===== src/hw/sport_pkg.sv =====
// Constants, types and states of the two-wire slave port
package sport_pkg;
  localparam logic [6:0] SLAVE_ADDR    = 7'h40;
  localparam int         SUB_W         = 5;
  localparam logic [7:0] NUM_SUB       = 8'h1F;
  localparam logic [4:0] TOP_SUB       = 5'h1E;
  localparam logic [4:0] OVR_CTL_SUB   = 5'h00;
  localparam logic [4:0] ACQ_CTL_SUB   = 5'h01;
  localparam int         OVR_BIT       = 1;
  localparam int         ACQ_BIT       = 0;
  localparam logic [3:0] BYTE_BITS     = 4'h8;
  localparam logic [3:0] CNT_ONE       = 4'h1;
  localparam logic [3:0] CNT_ZERO      = 4'h0;
  localparam logic [7:0] REG_RESET     = 8'h00;
  localparam logic [4:0] SUB_RESET     = 5'h00;

  typedef enum logic [3:0] {
    ST_IDLE     = 4'b0000,
    ST_ADDR     = 4'b0001,
    ST_ADDR_ACK = 4'b0010,
    ST_SUB      = 4'b0011,
    ST_SUB_ACK  = 4'b0100,
    ST_WDATA    = 4'b0101,
    ST_WDAT_ACK = 4'b0110,
    ST_RDATA    = 4'b0111,
    ST_RACK     = 4'b1000
  } port_state_t;

  typedef struct packed {
    logic             valid;
    logic [SUB_W-1:0] addr;
    logic [7:0]       data;
  } cfg_write_t;

  typedef struct packed {
    logic level;
    logic rise;
    logic fall;
  } line_view_t;
endpackage : sport_pkg

===== src/hw/clock_gen_i2c_slave_port.sv =====
// Two-wire slave port with configuration register file
`timescale 1ns/1ps
module clock_gen_i2c_slave_port (
  input  wire logic                  clk,
  input  wire logic                  rst_n,
  input  wire logic                  scl_i,
  input  wire logic                  sda_i,
  output logic                       sda_o,
  output logic                       sda_oe_n,
  output sport_pkg::cfg_write_t      cfg_wr,
  output logic                       register_override_enable,
  output logic                       acquisition_trigger
);
  sport_pkg::line_view_t scl_v;
  sport_pkg::line_view_t sda_v;
  sport_pkg::port_state_t state_ff;
  logic [7:0]  regs_ff [0:sport_pkg::TOP_SUB];
  logic [7:0]  shreg_ff;
  logic [3:0]  cnt_ff;
  logic [4:0]  ptr_ff;
  logic        rw_ff;
  logic        acked_ff;
  logic        sda_oe_n_ff;
  logic        ovr_ff;
  logic        acq_ff;
  logic        acq_start_ff;
  sport_pkg::cfg_write_t cfg_wr_ff;
  logic        start_seen;
  logic        stop_seen;
  logic        byte_done;
  logic [4:0]  nxt_ptr;

  function automatic logic [4:0] advance(input logic [4:0] p);
    advance = (p == sport_pkg::TOP_SUB) ? p : p + 5'h01;
  endfunction : advance

  line_sampler u_scl (.clk(clk), .rst_n(rst_n), .pin(scl_i), .view(scl_v));
  line_sampler u_sda (.clk(clk), .rst_n(rst_n), .pin(sda_i), .view(sda_v));

  assign start_seen = scl_v.level & sda_v.fall;
  assign stop_seen  = scl_v.level & sda_v.rise;
  assign byte_done  = (cnt_ff == sport_pkg::BYTE_BITS);
  assign nxt_ptr    = advance(ptr_ff);

  // Protocol sequencer
  always_ff @(posedge clk or negedge rst_n) begin
    if (!rst_n) begin
      state_ff    <= sport_pkg::ST_IDLE;
      shreg_ff    <= sport_pkg::REG_RESET;
      cnt_ff      <= sport_pkg::CNT_ZERO;
      rw_ff       <= 1'b0;
      acked_ff    <= 1'b0;
      sda_oe_n_ff <= 1'b1;
    end else if (start_seen) begin
      state_ff    <= sport_pkg::ST_ADDR;
      cnt_ff      <= sport_pkg::CNT_ZERO;
      sda_oe_n_ff <= 1'b1;
    end else if (stop_seen) begin
      state_ff    <= sport_pkg::ST_IDLE;
      sda_oe_n_ff <= 1'b1;
    end else if (scl_v.rise) begin
      unique case (state_ff)
        sport_pkg::ST_ADDR, sport_pkg::ST_SUB, sport_pkg::ST_WDATA: begin
          if (!byte_done) begin
            shreg_ff <= {shreg_ff[6:0], sda_v.level};
            cnt_ff   <= cnt_ff + sport_pkg::CNT_ONE;
          end
        end
        sport_pkg::ST_RACK: begin
          acked_ff <= ~sda_v.level;
          if (sda_v.level) begin
            state_ff <= sport_pkg::ST_IDLE;
          end
        end
        default: begin
        end
      endcase
    end else if (scl_v.fall) begin
      unique case (state_ff)
        sport_pkg::ST_ADDR: begin
          if (byte_done) begin
            cnt_ff <= sport_pkg::CNT_ZERO;
          end
          if (byte_done && shreg_ff[7:1] == sport_pkg::SLAVE_ADDR) begin
            rw_ff       <= shreg_ff[0];
            sda_oe_n_ff <= 1'b0;
            state_ff    <= sport_pkg::ST_ADDR_ACK;
          end else if (byte_done) begin
            state_ff <= sport_pkg::ST_IDLE;
          end
        end
        sport_pkg::ST_ADDR_ACK: begin
          if (rw_ff) begin
            shreg_ff    <= {regs_ff[ptr_ff][6:0], 1'b0};
            sda_oe_n_ff <= regs_ff[ptr_ff][7];
            cnt_ff      <= sport_pkg::CNT_ONE;
            state_ff    <= sport_pkg::ST_RDATA;
          end else begin
            sda_oe_n_ff <= 1'b1;
            state_ff    <= sport_pkg::ST_SUB;
          end
        end
        sport_pkg::ST_SUB: begin
          if (byte_done) begin
            cnt_ff <= sport_pkg::CNT_ZERO;
          end
          if (byte_done && shreg_ff < sport_pkg::NUM_SUB) begin
            sda_oe_n_ff <= 1'b0;
            state_ff    <= sport_pkg::ST_SUB_ACK;
          end else if (byte_done) begin
            state_ff <= sport_pkg::ST_IDLE;
          end
        end
        sport_pkg::ST_SUB_ACK, sport_pkg::ST_WDAT_ACK: begin
          sda_oe_n_ff <= 1'b1;
          state_ff    <= sport_pkg::ST_WDATA;
        end
        sport_pkg::ST_WDATA: begin
          if (byte_done) begin
            cnt_ff      <= sport_pkg::CNT_ZERO;
            sda_oe_n_ff <= 1'b0;
            state_ff    <= sport_pkg::ST_WDAT_ACK;
          end
        end
        sport_pkg::ST_RDATA: begin
          if (byte_done) begin
            sda_oe_n_ff <= 1'b1;
            state_ff    <= sport_pkg::ST_RACK;
          end else begin
            sda_oe_n_ff <= shreg_ff[7];
            shreg_ff    <= {shreg_ff[6:0], 1'b0};
            cnt_ff      <= cnt_ff + sport_pkg::CNT_ONE;
          end
        end
        sport_pkg::ST_RACK: begin
          if (acked_ff) begin
            shreg_ff    <= {regs_ff[ptr_ff][6:0], 1'b0};
            sda_oe_n_ff <= regs_ff[ptr_ff][7];
            cnt_ff      <= sport_pkg::CNT_ONE;
            state_ff    <= sport_pkg::ST_RDATA;
          end
        end
        default: begin
        end
      endcase
    end
  end

  // Subaddress pointer
  always_ff @(posedge clk or negedge rst_n) begin
    if (!rst_n) begin
      ptr_ff <= sport_pkg::SUB_RESET;
    end else if (scl_v.fall && !start_seen && !stop_seen) begin
      if (state_ff == sport_pkg::ST_SUB && byte_done && shreg_ff < sport_pkg::NUM_SUB) begin
        ptr_ff <= shreg_ff[4:0];
      end else if (state_ff == sport_pkg::ST_WDATA && byte_done) begin
        ptr_ff <= nxt_ptr;
      end
    end else if (scl_v.rise && !start_seen && !stop_seen && state_ff == sport_pkg::ST_RACK
                 && !sda_v.level) begin
      ptr_ff <= nxt_ptr;
    end
  end

  // Register file write
  always_ff @(posedge clk or negedge rst_n) begin
    if (!rst_n) begin
      for (int i = 0; i <= int'(sport_pkg::TOP_SUB); i++) begin
        regs_ff[i] <= sport_pkg::REG_RESET;
      end
      cfg_wr_ff <= '0;
    end else begin
      cfg_wr_ff.valid <= 1'b0;
      if (scl_v.fall && !start_seen && !stop_seen && state_ff == sport_pkg::ST_WDATA && byte_done) begin
        regs_ff[ptr_ff] <= shreg_ff;
        cfg_wr_ff.valid <= 1'b1;
        cfg_wr_ff.addr  <= ptr_ff;
        cfg_wr_ff.data  <= shreg_ff;
      end
    end
  end

  // Override enable and acquisition toggle
  always_ff @(posedge clk or negedge rst_n) begin
    if (!rst_n) begin
      ovr_ff       <= 1'b0;
      acq_ff       <= 1'b0;
      acq_start_ff <= 1'b0;
    end else begin
      ovr_ff       <= regs_ff[sport_pkg::OVR_CTL_SUB][sport_pkg::OVR_BIT];
      acq_ff       <= regs_ff[sport_pkg::ACQ_CTL_SUB][sport_pkg::ACQ_BIT];
      acq_start_ff <= acq_ff & ~regs_ff[sport_pkg::ACQ_CTL_SUB][sport_pkg::ACQ_BIT];
    end
  end

  assign sda_o                    = 1'b0;
  assign sda_oe_n                 = sda_oe_n_ff;
  assign cfg_wr                   = cfg_wr_ff;
  assign register_override_enable = ovr_ff;
  assign acquisition_trigger      = acq_start_ff;
endmodule : clock_gen_i2c_slave_port


===== src/hw/line_sampler.sv =====
// Two-flop synchroniser with edge detection for one bus line
`timescale 1ns/1ps
module line_sampler (
  input  wire logic                clk,
  input  wire logic                rst_n,
  input  wire logic                pin,
  output sport_pkg::line_view_t    view
);
  logic meta_ff;
  logic sync_ff;
  logic last_ff;

  always_ff @(posedge clk or negedge rst_n) begin
    if (!rst_n) begin
      meta_ff <= 1'b1;
      sync_ff <= 1'b1;
      last_ff <= 1'b1;
    end else begin
      meta_ff <= pin;
      sync_ff <= meta_ff;
      last_ff <= sync_ff;
    end
  end

  assign view.level = sync_ff;
  assign view.rise  = sync_ff & ~last_ff;
  assign view.fall  = ~sync_ff & last_ff;
endmodule : line_sampler


===== config.mk =====
export PLATFORM = sky130hd
export DESIGN_NAME = clock_gen_i2c_slave_port
export DESIGN_NICKNAME = d
export VERILOG_FILES = /design/src/hw/sport_pkg.sv /design/src/hw/clock_gen_i2c_slave_port.sv /design/src/hw/line_sampler.sv
export SDC_FILE = /design/constraint.sdc
export NUM_CORES = 1
export LEC_CHECK = 0
export ABC_AREA = 1
export BUFFER_PORTS_ARGS = -buffer_cell sky130_fd_sc_hd__buf_4
export CORE_UTILIZATION = 30
export DETAILED_ROUTE_END_ITERATION = 6
export GPL_ROUTABILITY_DRIVEN = 0
export HOLD_SLACK_MARGIN = 0.05
export MAX_ROUTING_LAYER = met4
export PLACE_DENSITY_LB_ADDON = 0.12
export SKIP_LAST_GASP = 1
export SYNTH_ARGS = -nofsm -noshare
export SYNTH_HDL_FRONTEND = slang
export SYNTH_HIERARCHICAL = 1
export SYNTH_SLANG_ARGS = --single-unit

===== constraint.sdc =====
create_clock -name clk -period 2.5 [get_ports clk]
set_input_delay 0.5 -clock clk [delete_from_list [all_inputs] [get_ports clk]]
set_output_delay 0.5 -clock clk [all_outputs]
set_load 0.02 [all_outputs]

Yosys cells after proc, flatten, opt, wreduce, memory -nomap -nowiden
Index checks and enable logic that the tools add are counted.
- flip-flop bits (word level): 295
- latch bits: 0
- ROM bits: 0
- output and inout port bits: 18
- memories: 0
- input bits: 4
- bits in writable memories: 0
- bitwise logic cells: 16
- equal/unequal tests: 33
- multiplexer cells: 55
- $mul: 0
- add/subtract/negate cells: 2
- $lt $le $gt $ge: 3
- shift-type cells: 0
- reductions and logical operators: 33
- div/mod/pow operators: 0
- operator list (kind ; number):
    bitwise mux 248 bit ; 1
    2-to-1 mux 4 bit ; 21
    2-to-1 mux 8 bit ; 10
    binary-select mux 8 bit (select 5 bit) ; 1
    demux 8 bit (select 5 bit) ; 1
    one-hot mux 4 bit (7 select lines) ; 1
    2-to-1 mux 5 bit ; 5
    != test 4 bit (second input constant) ; 6
    one-hot mux 8 bit (3 select lines) ; 1
    AND reduction 7 bit ; 3
    equality test 4 x 3 -> 1 bit (second input constant) ; 4
    one-hot mux 4 bit (4 select lines) ; 1
    != test 5 bit (second input constant) ; 3
    logical AND 1 bit ; 14
    2-to-1 mux 14 bit ; 1
    != test 4 x 1 -> 1 bit (second input constant) ; 3
    2-to-1 mux 1 bit ; 10
    AND reduction 9 bit ; 1
    nonzero test 9 bit ; 1
    equality test 4 x 2 -> 1 bit (second input constant) ; 2
    equality test 4 bit (second input constant) ; 2
    less-than comparator 8 x 5 -> 1 bit (second input constant) ; 1
    != test 2 bit (second input constant) ; 4
    NOT 1 bit ; 8
    other kinds (24) ; 37

Logic depth before layout (Yosys ltp)
Gate-level depths: netlist of the first run.
- depth after elaboration: 10
- mapped depth: 14
- gate-level depth less buffers: 12

Cells and area by module
Netlist of the first run, hierarchy kept.
- by module, submodules not included (module ; cells an instance ; seq. area each (um^2) ; area each (um^2) ; times used):
    clock_gen_i2c_slave_port ; 1748 ; 7233.2 ; 13714.4 ; 1
    line_sampler ; 8 ; 78.8 ; 101.3 ; 2

Worst setup path after synthesis of the first run
No wires, ideal clock.
- path kind: register to register
- from: reg ptr_ff[0]
- to: reg regs_ff[5] (netlist name)
- path slack: 0.114 ns
- cell stages (with the launch flop): 12
- library setup time: 0.136 ns
- arrival time: 2.250 ns
- buffers on the path: 4
- required time: 2.364 ns
- clock period less this slack: 2.386 ns
- cells stage by stage: dfrtp_1 -> buf_2 -> clkinv_1 -> clkbuf_1 -> clkbuf_1 -> ha_1 -> inv_1 -> nor3_1 -> nand2_1 -> clkbuf_1 -> nand2_1 -> o21ai_0
- cells in the longest elaborated chain, start to end: 6
- elaborated cells between the ends (all ways): 7
- classes of those cells: order compare: 2; mux: 3; bitwise: 1; reduce/logical: 1
- RTL lines (item ; line ; text):
    from (decl) ; clock_gen_i2c_slave_port.sv:20 ; logic [4:0] ptr_ff;
    from (signal assigned) ; clock_gen_i2c_slave_port.sv:152 ; ptr_ff <= sport_pkg::SUB_RESET;
    from (signal assigned) ; clock_gen_i2c_slave_port.sv:155 ; ptr_ff <= shreg_ff[4:0];
    from (signal assigned) ; clock_gen_i2c_slave_port.sv:157 ; ptr_ff <= nxt_ptr;
    NOT 5 -> 6 bit (not written as such) * ; clock_gen_i2c_slave_port.sv:175 ; regs_ff[ptr_ff] <= shreg_ff;
    greater-or-equal comparator 6 bit (not written as such) / less-than comparator 6 x 1 -> 1 bit (equally long branches) ; clock_gen_i2c_slave_port.sv:175 ;
    logical AND 1 bit (not written as such) ; clock_gen_i2c_slave_port.sv:175 ;
    2-to-1 mux 8 bit (not written as such) ; clock_gen_i2c_slave_port.sv:175 ;
    demux 8 bit (select 5 bit) * ; clock_gen_i2c_slave_port.sv:175 ;
    bitwise mux 248 bit * ; clock_gen_i2c_slave_port.sv:175 ;
    to (signal, indexed assignment) ; clock_gen_i2c_slave_port.sv:169 ; regs_ff[i] <= sport_pkg::REG_RESET;
    to (signal, indexed assignment) ; clock_gen_i2c_slave_port.sv:175 ;
    to (decl) ; clock_gen_i2c_slave_port.sv:17 ; logic [7:0] regs_ff [0:sport_pkg::TOP_SUB];
Mark *: on every way between the ends. The rest lies on a longest branch, timed or not.
A chain may end at the register's enable or synchronous reset.

==> reports/results.ini, run 1 <==
[place]
dpl_cell_area_mm2=0.0149
portBuffers=20
dp.final_hpwl_mm=26.9
dp.cells=2329

[cts]
cts_root_buf=clkbuf_16
numClockSinks=295
cts_tree=yes
h-tree-depth=2
clk_pin_slew_ns=0.06
clock_latency_ns=0.55
cts_inserted_buffers=37
clk_path_buf_depth=3

[timing]
rsz0062_at_grt=true
relSlewSlack=0.494
final-setup-viol-count=0
max_freq_mhz=415
finalClockSkew_ns=0.0146
worst_pin_slew_ns=0.758
final_hold_viol_count=0
finalCritPeriodShare=0.965
tns_ns=0
period_needed_ns=2.41
maxSlewViolCount=0

[power]
max-vdd-ir-drop_v=0.000471
power_density_mw_per_mm2=700
p_leak_nw=7.64

[final_layout]
fin_util=0.359
finalNonFillerCells=2401
design_area_mm2=0.0164
nets=1785
syn2layout_area_growth_pct=17.7
drive_gt1_frac=0.109
fillCellCount=4759
antenna_cells=0

[yosys]
synth_flop_cell=dfrtp_1
synth_xor_area_frac=0.00126
ys_seq_elements=295
muxShareOfSynthArea=0
synth.avg_cell_area_um2=7.89
ys_seq_area_frac=0.531
synth_compound_area_frac=0.167
yosys.area.top_type=dfrtp_1
synth_area_leaders=dfrtp_1 52%, nand2_1 14%, o21ai_0 9.3%
yosys.area_share.simple=0.238
ys_top_cells_by_count=506 x nand2_1, 288 x dfrtp_1, 260 x o21ai_0, 196 x nor2_1, 141 x o21ai_1
async_reset_ff_frac=1.00
yosysTopAreaCellShare=0.518
synth_most_common_cell=nand2_1
yosys.cell_types.count=39
synth-adder-area-share=0.00539
syn_area_mm2=0.0139
syn-instance-count=1764
syn-num-nets=1774
synth_warnings=6
synth_top_family_by_area=simple AND/OR/NAND/NOR gates
synth_edf_count=0

[global_route]
grt_pass1_vias=11700
grt_use_total=0.196
grt_overflow=0
grt_pass1_wl_mm=69.5
antenna_found_initial=0
grt_max_degree=70

[floorplan]
ios=22
start_util=0.305
die_area_mm2=0.0473
fp.dieW_um=217
die_h_um=217
num_rows=78
core_area_mm2=0.0456

[hold_path]
min_path_type=flip-flop to flip-flop

[setup_path]
cpPeakStageDelay_ns=0.56
crit_path_start_kind=flip-flop
worstPathRequired_ns=2.90
cp_max_fo=16
cp_top_family=simple AND/OR/NAND/NOR gates
crit_path_cell_trace=nor2_1 -> nand2_2 -> nand2_2 -> nor2_2 -> nand3_4 -> nor2_8 -> nand2_1 -> nand2_1 -> o21ai_1
critPathArrivalTime_ns=2.81
end_kind=flip-flop
critPathBufInv=0
crit_type=flip-flop to flip-flop
crit_slowest_cell=dfstp_2

[route]
wl_per_cell_um=18.0
first_iter_violations=1065
post-route-drc-count=0
viasPerCell=4.87
vias=11700
drtPass1Iterations=5
wl_mm=43.3
ant_nets=0

[outcome]
status=complete, no violations

[job]
max_cap_viol_count=0

## worst paths after layout
path / start / to / slack (ns) / cells past startpoint
max: u_sda/sync_ff / regs_ff[101] / 0.09 / 9
min: u_scl/meta_ff / u_scl/sync_ff / 0.36 / 0
max reg2reg: u_sda/sync_ff / regs_ff[101] / 0.09 / 9
min reg2reg: u_scl/meta_ff / u_scl/sync_ff / 0.36 / 0
max in group asynchronous: rst_n / regs_ff[214] / 1.20 / 3
min in group asynchronous: rst_n / regs_ff[225] / 0.51 / 2
## flip-flops by register name, summed over array words and instances (netlist names), 4 cells and up
signal    count
ptr_ff        5
shreg_ff      8
cnt_ff        4
state_ff      4
regs_ff     248
cfg_wr       14
## logic make-up (layout without fill, tap and decap cells)
kind of cell,count (synthesis),after routing
simple gates,809,809
compound gates,453,453
flops,295,295
buf+inv,198,235
fa+ha+maj,6,6
xor+xnor,2,2
other cells,1,1
## area by class of cell
class                           instances  area [um^2]  share of cell area
Clock buffer                           55         1130              0.0693
Inverter                               88          333              0.0203
Timing Repair Buffer                   82          818              0.0500
Clock inverter                         10          165              0.0101
Tap cell                              600          751              0.0458
Sequential cell                       295         7400               0.452
Multi-Input combinational cell       1271         5780               0.353
## layer usage
layer / wire length (um) / up-vias / global-route usage
met3: 1590 / 62 / 0.0236
li1: - / 5783 / -
met1: 21000 / 5619 / 0.269
met2: 19600 / 224 / 0.301
met4: 1090 / 0 / 0.0629
met5: 0 / - / -
## cell usage in the layout (no fill, tap or decap), types with 2 or more instances in the layout
cell type,n
dfrtp_1,286
clkbuf_8,12
nand3_1,62
inv_1,76
inv_2,10
nor3_2,4
buf_4,63
a21oi_1,15
nand4_1,6
clkinv_2,4
o21ai_1,141
clkbuf_1,5
dlygate4sd3_1,3
nor2_1,196
nand3b_1,2
buf_12,15
ha_1,6
o211ai_1,3
dfstp_2,7
nand2_1,494
o21ai_0,260
nand3_2,2
clkbuf_16,38
nor2_2,4
nand2_2,16
o22ai_1,29
nor2_8,2
nand2_4,7
bufinv_16,4
nor3_1,10
## metrics by stage
| stage | total power [mW] | hold slack [ns] | setup slack [ns] |
|---|---|---|---|
| 6_report | 11.5 | 0.356 | 0.0877 |
| 5_1_grt | 11.9 | 0.363 | -0.0838 |
| 3_5_place_dp | 5.90 | 0.347 | -0.0625 |
| 4_1_cts | 11.7 | 0.355 | 0.0580 |
| 2_1_floorplan | 5.43 | 0.204 | 0.114 |
| 3_3_place_gp | 5.90 | 0.347 | 0.00414 |
## power breakdown
part	switching [mW]	leakage, nW	internal (mW)
combinational	0.669	2.91	0.200
sequential	0.0806	4.09	4.85
clock	2.13	0.644	3.55
## repair_timing
action	4_1_cts	5_1_grt
hold endpoints to repair	57	0
pin swaps	1	0
endpoints found under the setup margin	115	103
setup buffers	1	3
hold buffers	3	0
gates resized for setup	1	12
No activity file was read; power rests on OpenSTA's default activity.
==> run 2, diff against run 1 <==
PLACE_DENSITY = 0.57   (was unset)
PLACE_DENSITY_LB_ADDON = unset   (was 0.12)
==> run 2 against run 1 <==
Against the previous run:
- global-route usage shrank 1.9 points
- register-to-register slack lost 0.04 ns
- first-iteration DRC count grew 17%
- critical path depth is the same
- sequential share of layout area grew 0.83 points
- worst setup slack lost 0.036 ns
- non-clock buffer count shrank 9
- routed wire length shrank 8.1%
- maximum frequency shrank 1.5%
- sequential power is essentially flat
- flip-flop and latch count is the same
- critical path type unchanged
- highest routed layer unchanged
==> reports/results.ini, run 2 (same netlist as run 1, synthesis figures left out) <==
[floorplan]
fp.dieW_um=217  ; unchanged
num_rows=78  ; unchanged
start_util=0.305  ; unchanged
die_h_um=217  ; unchanged
core_area_mm2=0.0456  ; unchanged
ios=22  ; unchanged
die_area_mm2=0.0473  ; unchanged

[final_layout]
nets=1774  ; -0.62%
final_common_cell=nand2_1
design_area_mm2=0.0161  ; -1.8%
drive_gt1_frac=0.105  ; -0.00436
seqCellArea_mm2=0.00740  ; unchanged
regMostFlops=regs_ff
finalNonFillerCells=2390  ; -0.46%
antenna_cells=0  ; unchanged
fin_util=0.353  ; -0.00645
fillCellCount=4713  ; -0.97%
syn2layout_area_growth_pct=15.6
multiInputGateArea_mm2=0.00579  ; +0.17%
largest_reg_flops=248  ; unchanged
final_cell_mix=491 x nand2_1, 286 x dfrtp_1, 260 x o21ai_0

[setup_path]
cpPeakStageDelay_ns=0.52  ; -0.04 ns
crit_path_start_kind=flip-flop
crit_path_cell_trace=inv_1 -> nor2_1 -> inv_1 -> nor2_2 -> nand3_4 -> nor2_2 -> buf_4 -> nand2_1 -> o21ai_0
critPathArrivalTime_ns=2.87  ; +0.06 ns
worstPathRequired_ns=2.92  ; +0.02 ns
crit_type=flip-flop to flip-flop
reg2reg_from=u_scl/last_ff
end_kind=flip-flop
worstRegToRegCells=9  ; unchanged
rr_endpoint=regs_ff[15]
crit_slowest_cell=dfstp_2
cp_max_fo=16  ; unchanged
rrSetupSlack_ns=0.05  ; -0.04 ns

[timing]
worst_slack_ns=0.0518  ; -0.0359 ns
finalCritPeriodShare=0.979  ; +0.0144
final-setup-viol-count=0  ; unchanged
hold-worst-slack_ns=0.0938  ; -0.262 ns
period_needed_ns=2.45  ; +0.0359 ns
relSlewSlack=0.582  ; +0.0876
worst_pin_slew_ns=0.622  ; -0.135 ns
max_freq_mhz=408  ; -1.5%
finalClockSkew_ns=0.0212  ; +0.00660 ns
rsz0062_at_grt=true
maxSlewViolCount=0  ; unchanged
tns_ns=0  ; unchanged
final_hold_viol_count=0  ; unchanged

[cts]
cts_tree=yes
clk_pin_slew_ns=0.06  ; about the same
cts_root_buf=clkbuf_16
cts_inserted_buffers=35  ; -5.4%
clk_path_buf_depth=3  ; unchanged
numClockSinks=295  ; unchanged
clock_latency_ns=0.52  ; -0.03 ns
h-tree-depth=2  ; unchanged

[global_route]
grt_pass1_wl_mm=65.1  ; -6.3%
antenna_found_initial=0  ; unchanged
grt_max_degree=73  ; +4.3%
grt_use_total=0.177  ; -0.0187
grt_overflow=0  ; unchanged
grt_pass1_vias=11400  ; -2.4%

[hold_path]
min_path_type=input pin to flip-flop
holdPathEnd=u_sda/meta_ff
holdPathStages=1  ; +1
min_from=sda_i

[place]
dpl_cell_area_mm2=0.0148  ; -0.86%
dp.cells=2321  ; -0.34%
portBuffers=20  ; unchanged
place_ws_ns=-0.00553  ; +0.0570 ns
dp.final_hpwl_mm=24.8  ; -8.0%

[power]
p_switching_mw=2.76  ; -3.9%
seqPwrFrac=0.452  ; +0.023
pwr-share-clk=0.471  ; -0.024
finalPower_mw=10.9  ; -5.1%
intPower_mw=8.12  ; -5.5%
switching_share=0.254  ; +0.00326
power_frac_comb=0.076  ; about the same
max-vdd-ir-drop_v=0.000402  ; -15%
power_density_mw_per_mm2=677  ; -3.4%
p_leak_nw=7.51  ; -1.7%

[route]
viasPerCell=5.01  ; +2.8%
wl_mm=39.8  ; -8.1%
drtPass1Iterations=5  ; unchanged
vias=12000  ; +2.4%
first_iter_violations=1241  ; +17%
wl_per_cell_um=16.7  ; -7.6%
post-route-drc-count=0  ; unchanged
ant_nets=0  ; unchanged

[job]
max_cap_viol_count=0  ; unchanged

[outcome]
status=complete, no violations

## run 2: cell count changes in the layout (fill, tap and decap cells not counted), sizes merged
cell	change
buf	-7
inv	+1
dlygate4sd3	-2
bufinv	-2
clkinv	+3
clkbuf	-4
## run 2: how the worst max path moves through the flow
stage / startpoint / to / slack [ns] / cells past startpoint
finish: u_scl/last_ff / regs_ff[15] / 0.05 / 9
floorplan: ptr_ff[0] / regs_ff[5] / 0.11 / 11
detailed placement: u_scl/last_ff / regs_ff[206] / -0.006 / 9
global route: u_scl/last_ff / regs_ff[15] / -0.08 / 9
CTS: u_scl/last_ff / regs_ff[173] / 0.009 / 10
global placement: u_sda/sync_ff / ptr_ff[0] / 0.03 / 12
## run 2: layout make-up
type,count,area share
clock inverters,12,0.00801
repair buffers,73,0.0404
inverters,88,0.0206
multi-input cells,1271,0.360
flip-flops and latches,295,0.460
clock buffers,51,0.0645
well taps,600,0.0467
## run 2: worst max-delay path, delay by kind of cell (launching register included)
kind | cells | cell delay [ns]
buf+inv | 3 | 0.40
simple gates | 5 | 1.13
compound gates | 1 | 0.30
flops | 1 | 0.52
## run 2: metal layers
metal  vias to the layer above  routed length, um  GRT usage  part of all wire
met1                      5800              19100      0.252              0.48
met5                         -                  0          -                 0
li1                       5756                  -          -                 -
met2                       352              17900      0.265              0.45
met4                         0                726     0.0472             0.018
met3                        58               2140     0.0217             0.054
## run 2: timing repair
item / 4_1_cts / 5_1_grt
hold buffers: 1 / 0
setup endpoints to repair: 1 / 182
hold endpoints to repair: 29 / 0
resized for setup: 1 / 17
pin swaps: 0 / 2
buffers inserted: 0 / 5
## run 2: power by group through the flow
stage / Sequential, mW / Combinational [mW] / Clock, mW
3_3_place_gp: 5.00 / 0.826 / 0
4_1_cts: 4.92 / 0.835 / 5.24
2_1_floorplan: 4.99 / 0.433 / 0
3_5_place_dp: 5.00 / 0.828 / 0
6_report: 4.92 / 0.832 / 5.13
5_1_grt: 4.93 / 0.928 / 5.45
==> run 3, diff against run 2 <==
CTS_CLUSTER_SIZE = 8   (was unset)
SYNTH_HIERARCHICAL = unset   (was 1)
==> run 3 against run 2 <==
Against the previous run:
- the flow now finishes with violations (design-rule violations)
- clock skew is 0.0083 ns lower
- first-iteration DRC count is 0.64% higher
- sequential power is 4.5% higher
- combinational power grew to 5.1 times the previous value
- sequential share of layout area is 0.65 points lower
- routed wire length is 2.1% higher
- via count is 0.23% lower
- design area is 1.4% higher
- critical endpoint is now state_ff[0]
- largest cell class unchanged
==> reports/results.ini, run 3 <==
[timing]
rsz0062_at_grt=false
finalCritPeriodShare=0.883  ; -0.0964
relSlewSlack=0.390  ; -0.192
maxSlewViolCount=0  ; unchanged
hold-worst-slack_ns=0.0825  ; -0.0113 ns
final-setup-viol-count=0  ; unchanged
tns_ns=0  ; unchanged
final_hold_viol_count=0  ; unchanged
period_needed_ns=2.21  ; -0.241 ns
max_freq_mhz=453  ; +11%
finalClockSkew_ns=0.0128  ; -0.00832 ns
worst_pin_slew_ns=0.914  ; +0.291 ns

[final_layout]
largest_reg_flops=248  ; unchanged
final_common_cell=nand2_1
syn2layout_area_growth_pct=13.8
antenna_cells=0  ; unchanged
final_cell_mix=477 x nand2_1, 366 x o21ai_0, 286 x dfrtp_1
fin_util=0.348  ; -0.00467
drive_gt1_frac=0.114  ; +0.00856
nets=1760  ; -0.79%
design_area_mm2=0.0163  ; +1.4%
regMostFlops=regs_ff

[cts]
clk_pin_slew_ns=0.05  ; about the same
numClockSinks=295  ; unchanged
h-tree-depth=2  ; unchanged
clk_path_buf_depth=3  ; unchanged
cts_tree=yes
cts_inserted_buffers=42  ; +20%
clock_latency_ns=0.53  ; about the same
cts_root_buf=clkbuf_16

[yosys]
yosys.area.top_type=dfrtp_1
syn-instance-count=1740  ; -1.4%
synth.avg_cell_area_um2=8.24  ; +4.4%
ys_top_cells_by_count=477 x nand2_1, 366 x o21ai_0, 288 x dfrtp_1, 189 x nor2_1, 66 x clkbuf_1
synth_warnings=0  ; -6
syn_area_mm2=0.0143  ; +3.0%
synth_most_common_cell=nand2_1
yosysTopAreaCellShare=0.503  ; -0.0151
ys_seq_area_frac=0.516  ; -0.0154
ys_seq_elements=295  ; unchanged
yosys.cell_types.count=39  ; unchanged
syn-num-nets=1753  ; -1.2%
synth_area_leaders=dfrtp_1 50%, o21ai_0 13%, nand2_1 12%
async_reset_ff_frac=1.00  ; unchanged
synth_edf_count=0  ; unchanged
synth_flop_cell=dfrtp_1

[route]
wl_mm=40.7  ; +2.1%
wl_per_cell_um=17.2  ; +3.5%
first_iter_violations=1249  ; +0.64%
vias=11900  ; -0.23%
post-route-drc-count=3  ; +3
drtPass1Iterations=7  ; +2
viasPerCell=5.06  ; +1.1%
ant_nets=0  ; unchanged

[setup_path]
path_common_cell=nor2_1
crit_cells=9  ; unchanged
crit_slowest_cell=dfstp_2
crit_type=flip-flop to flip-flop
cpPeakStageDelay_ns=0.56  ; +0.04 ns
reg2reg_from=u_scl.sync_ff
worstPathRequired_ns=2.90  ; -0.02 ns
rrSetupSlack_ns=0.29  ; +0.24 ns
worstRegToRegCells=9  ; unchanged
rr_endpoint=state_ff[0]
cp_top_family=buffers and inverters
end_kind=flip-flop
crit_path_start_kind=flip-flop
cp_max_fo=8  ; -8
critPathBufInv=3  ; unchanged
worstSetupStartpoint=u_scl.sync_ff
critPathArrivalTime_ns=2.61  ; -0.26 ns
endpoint=state_ff[0]
crit_path_cell_trace=ha_1 -> clkinv_1 -> buf_4 -> nand3_1 -> nor2_1 -> nor2_1 -> nand4_1 -> inv_1 -> o21ai_0

[floorplan]
start_util=0.306  ; +0.000575
die_h_um=221  ; +1.5%
die_area_mm2=0.0487  ; +3.0%
ios=22  ; unchanged
core_area_mm2=0.0469  ; +2.8%
num_rows=79  ; +1.3%
fp.dieW_um=221  ; +1.5%

[power]
power_density_mw_per_mm2=876  ; +29%
pwr-share-clk=0.345  ; -0.126
seqPwrFrac=0.360  ; -0.092
intPower_mw=9.00  ; +11%
p_switching_mw=5.29  ; +91%
p_leak_nw=7.36  ; -2.0%
switching_share=0.370  ; +0.116
max-vdd-ir-drop_v=0.000430  ; +6.9%
power_frac_comb=0.295  ; +0.219
finalPower_mw=14.3  ; +31%

[hold_path]
min_path_type=input pin to flip-flop

[global_route]
grt_pass1_vias=11500  ; +1.2%
grt_max_degree=77  ; +5.5%
grt_overflow=0  ; unchanged
grt_use_total=0.177  ; -0.000362
grt_pass1_wl_mm=65.6  ; +0.72%
antenna_found_initial=0  ; unchanged

[outcome]
status=complete, but fails checks
violations=design-rule violations

[place]
dp.final_hpwl_mm=25.5  ; +2.8%
portBuffers=20  ; unchanged
dpl_cell_area_mm2=0.0152  ; +2.7%

[job]
max_cap_viol_count=0  ; unchanged

[run 3: cell types whose count changed in the layout (fill, tap and decap cells not counted), moves of 6 or more]
| cell | delta |
|---|---|
| nand2_1 | -14 |
| o21ai_2 | +23 |
| buf_12 | +6 |
| inv_1 | -19 |
| o21ai_0 | +106 |
| clkbuf_8 | -8 |
| nand2_2 | -15 |
| clkinv_2 | -8 |
| nand3_4 | +15 |
| o21ai_1 | -122 |
| nor2_1 | -7 |
| clkbuf_16 | +6 |
[run 3: area by class of cell]
| type | instances | area (um^2) |
|---|---|---|
| clock buffer | 48 | 1070 |
| clock inverter | 1 | 16.3 |
| fill | 4893 | 30500 |
| inverter | 67 | 254 |
| multi-input combinational | 1264 | 6060 |
| sequential | 295 | 7400 |
| tap | 607 | 759 |
| timing repair buffer | 77 | 751 |
[run 3: cell families after synthesis]
logic type / count (synthesis) / share of synthesized area
other: 1 / 0.000262
and+or+nand+nor: 783 / 0.238
adders and majority gates: 9 / 0.00786
DFF: 295 / 0.516
xor gates and xnor gates: 4 / 0.00244
AOI/OAI and AO/OA: 467 / 0.173
buffers and inverters: 181 / 0.0625
[run 3: power groups by stage]
stage                     combinational [mW]  sequential, mW  clock (mW)
final                                   4.21            5.14        4.93
after global placement                  4.17            5.21           0
after detailed placement                4.16            5.21           0
after CTS                               4.18            5.14        5.06
after global routing                    4.59            5.16        5.22
after floorplan                         2.46            5.12           0
[run 3: worst min path at each step]
stage,startpoint,to,cells after the start
finish,sda_i,u_sda.meta_ff,1
floorplan,rst_n,acked_ff,0
global route,sda_i,u_sda.meta_ff,1
global placement,u_sda.meta_ff,u_sda.sync_ff,0
detailed placement,u_sda.meta_ff,u_sda.sync_ff,0
CTS,sda_i,u_sda.meta_ff,1
[run 3: worst register-to-register path, stage by stage, from the launching register on]
cell and delay [ns]:
dfstp_2 0.56, ha_1 0.37, clkinv_1 0.24, buf_4 0.21, nand3_1 0.15, nor2_1 0.06, nor2_1 0.09, nand4_1 0.18
inv_1 0.16, o21ai_0 0.09
[run 3: timing repair]
item | in CTS | in global routing
gates resized for setup | 0 | 1
setup endpoints to repair | 0 | 3
endpoints found under the hold margin | 58 | 0
setup buffers | 0 | 0
hold buffers | 1 | 0
[run 3: through the flow]
stage               cells  setup slack [ns]
global route         2359            0.0366
CTS                  2359             0.217
global placement     2309             0.342
detailed placement   2309             0.228
floorplan            1740            0.0125
finish               2359             0.293
[run 3: per-layer routing]
layer	global-route usage	vias to the layer above	share of wire
met5	-	-	0
met4	0.0635	0	0.031
met3	0.0227	96	0.056
met2	0.268	398	0.45
met1	0.242	5732	0.46
li1	-	5713	-
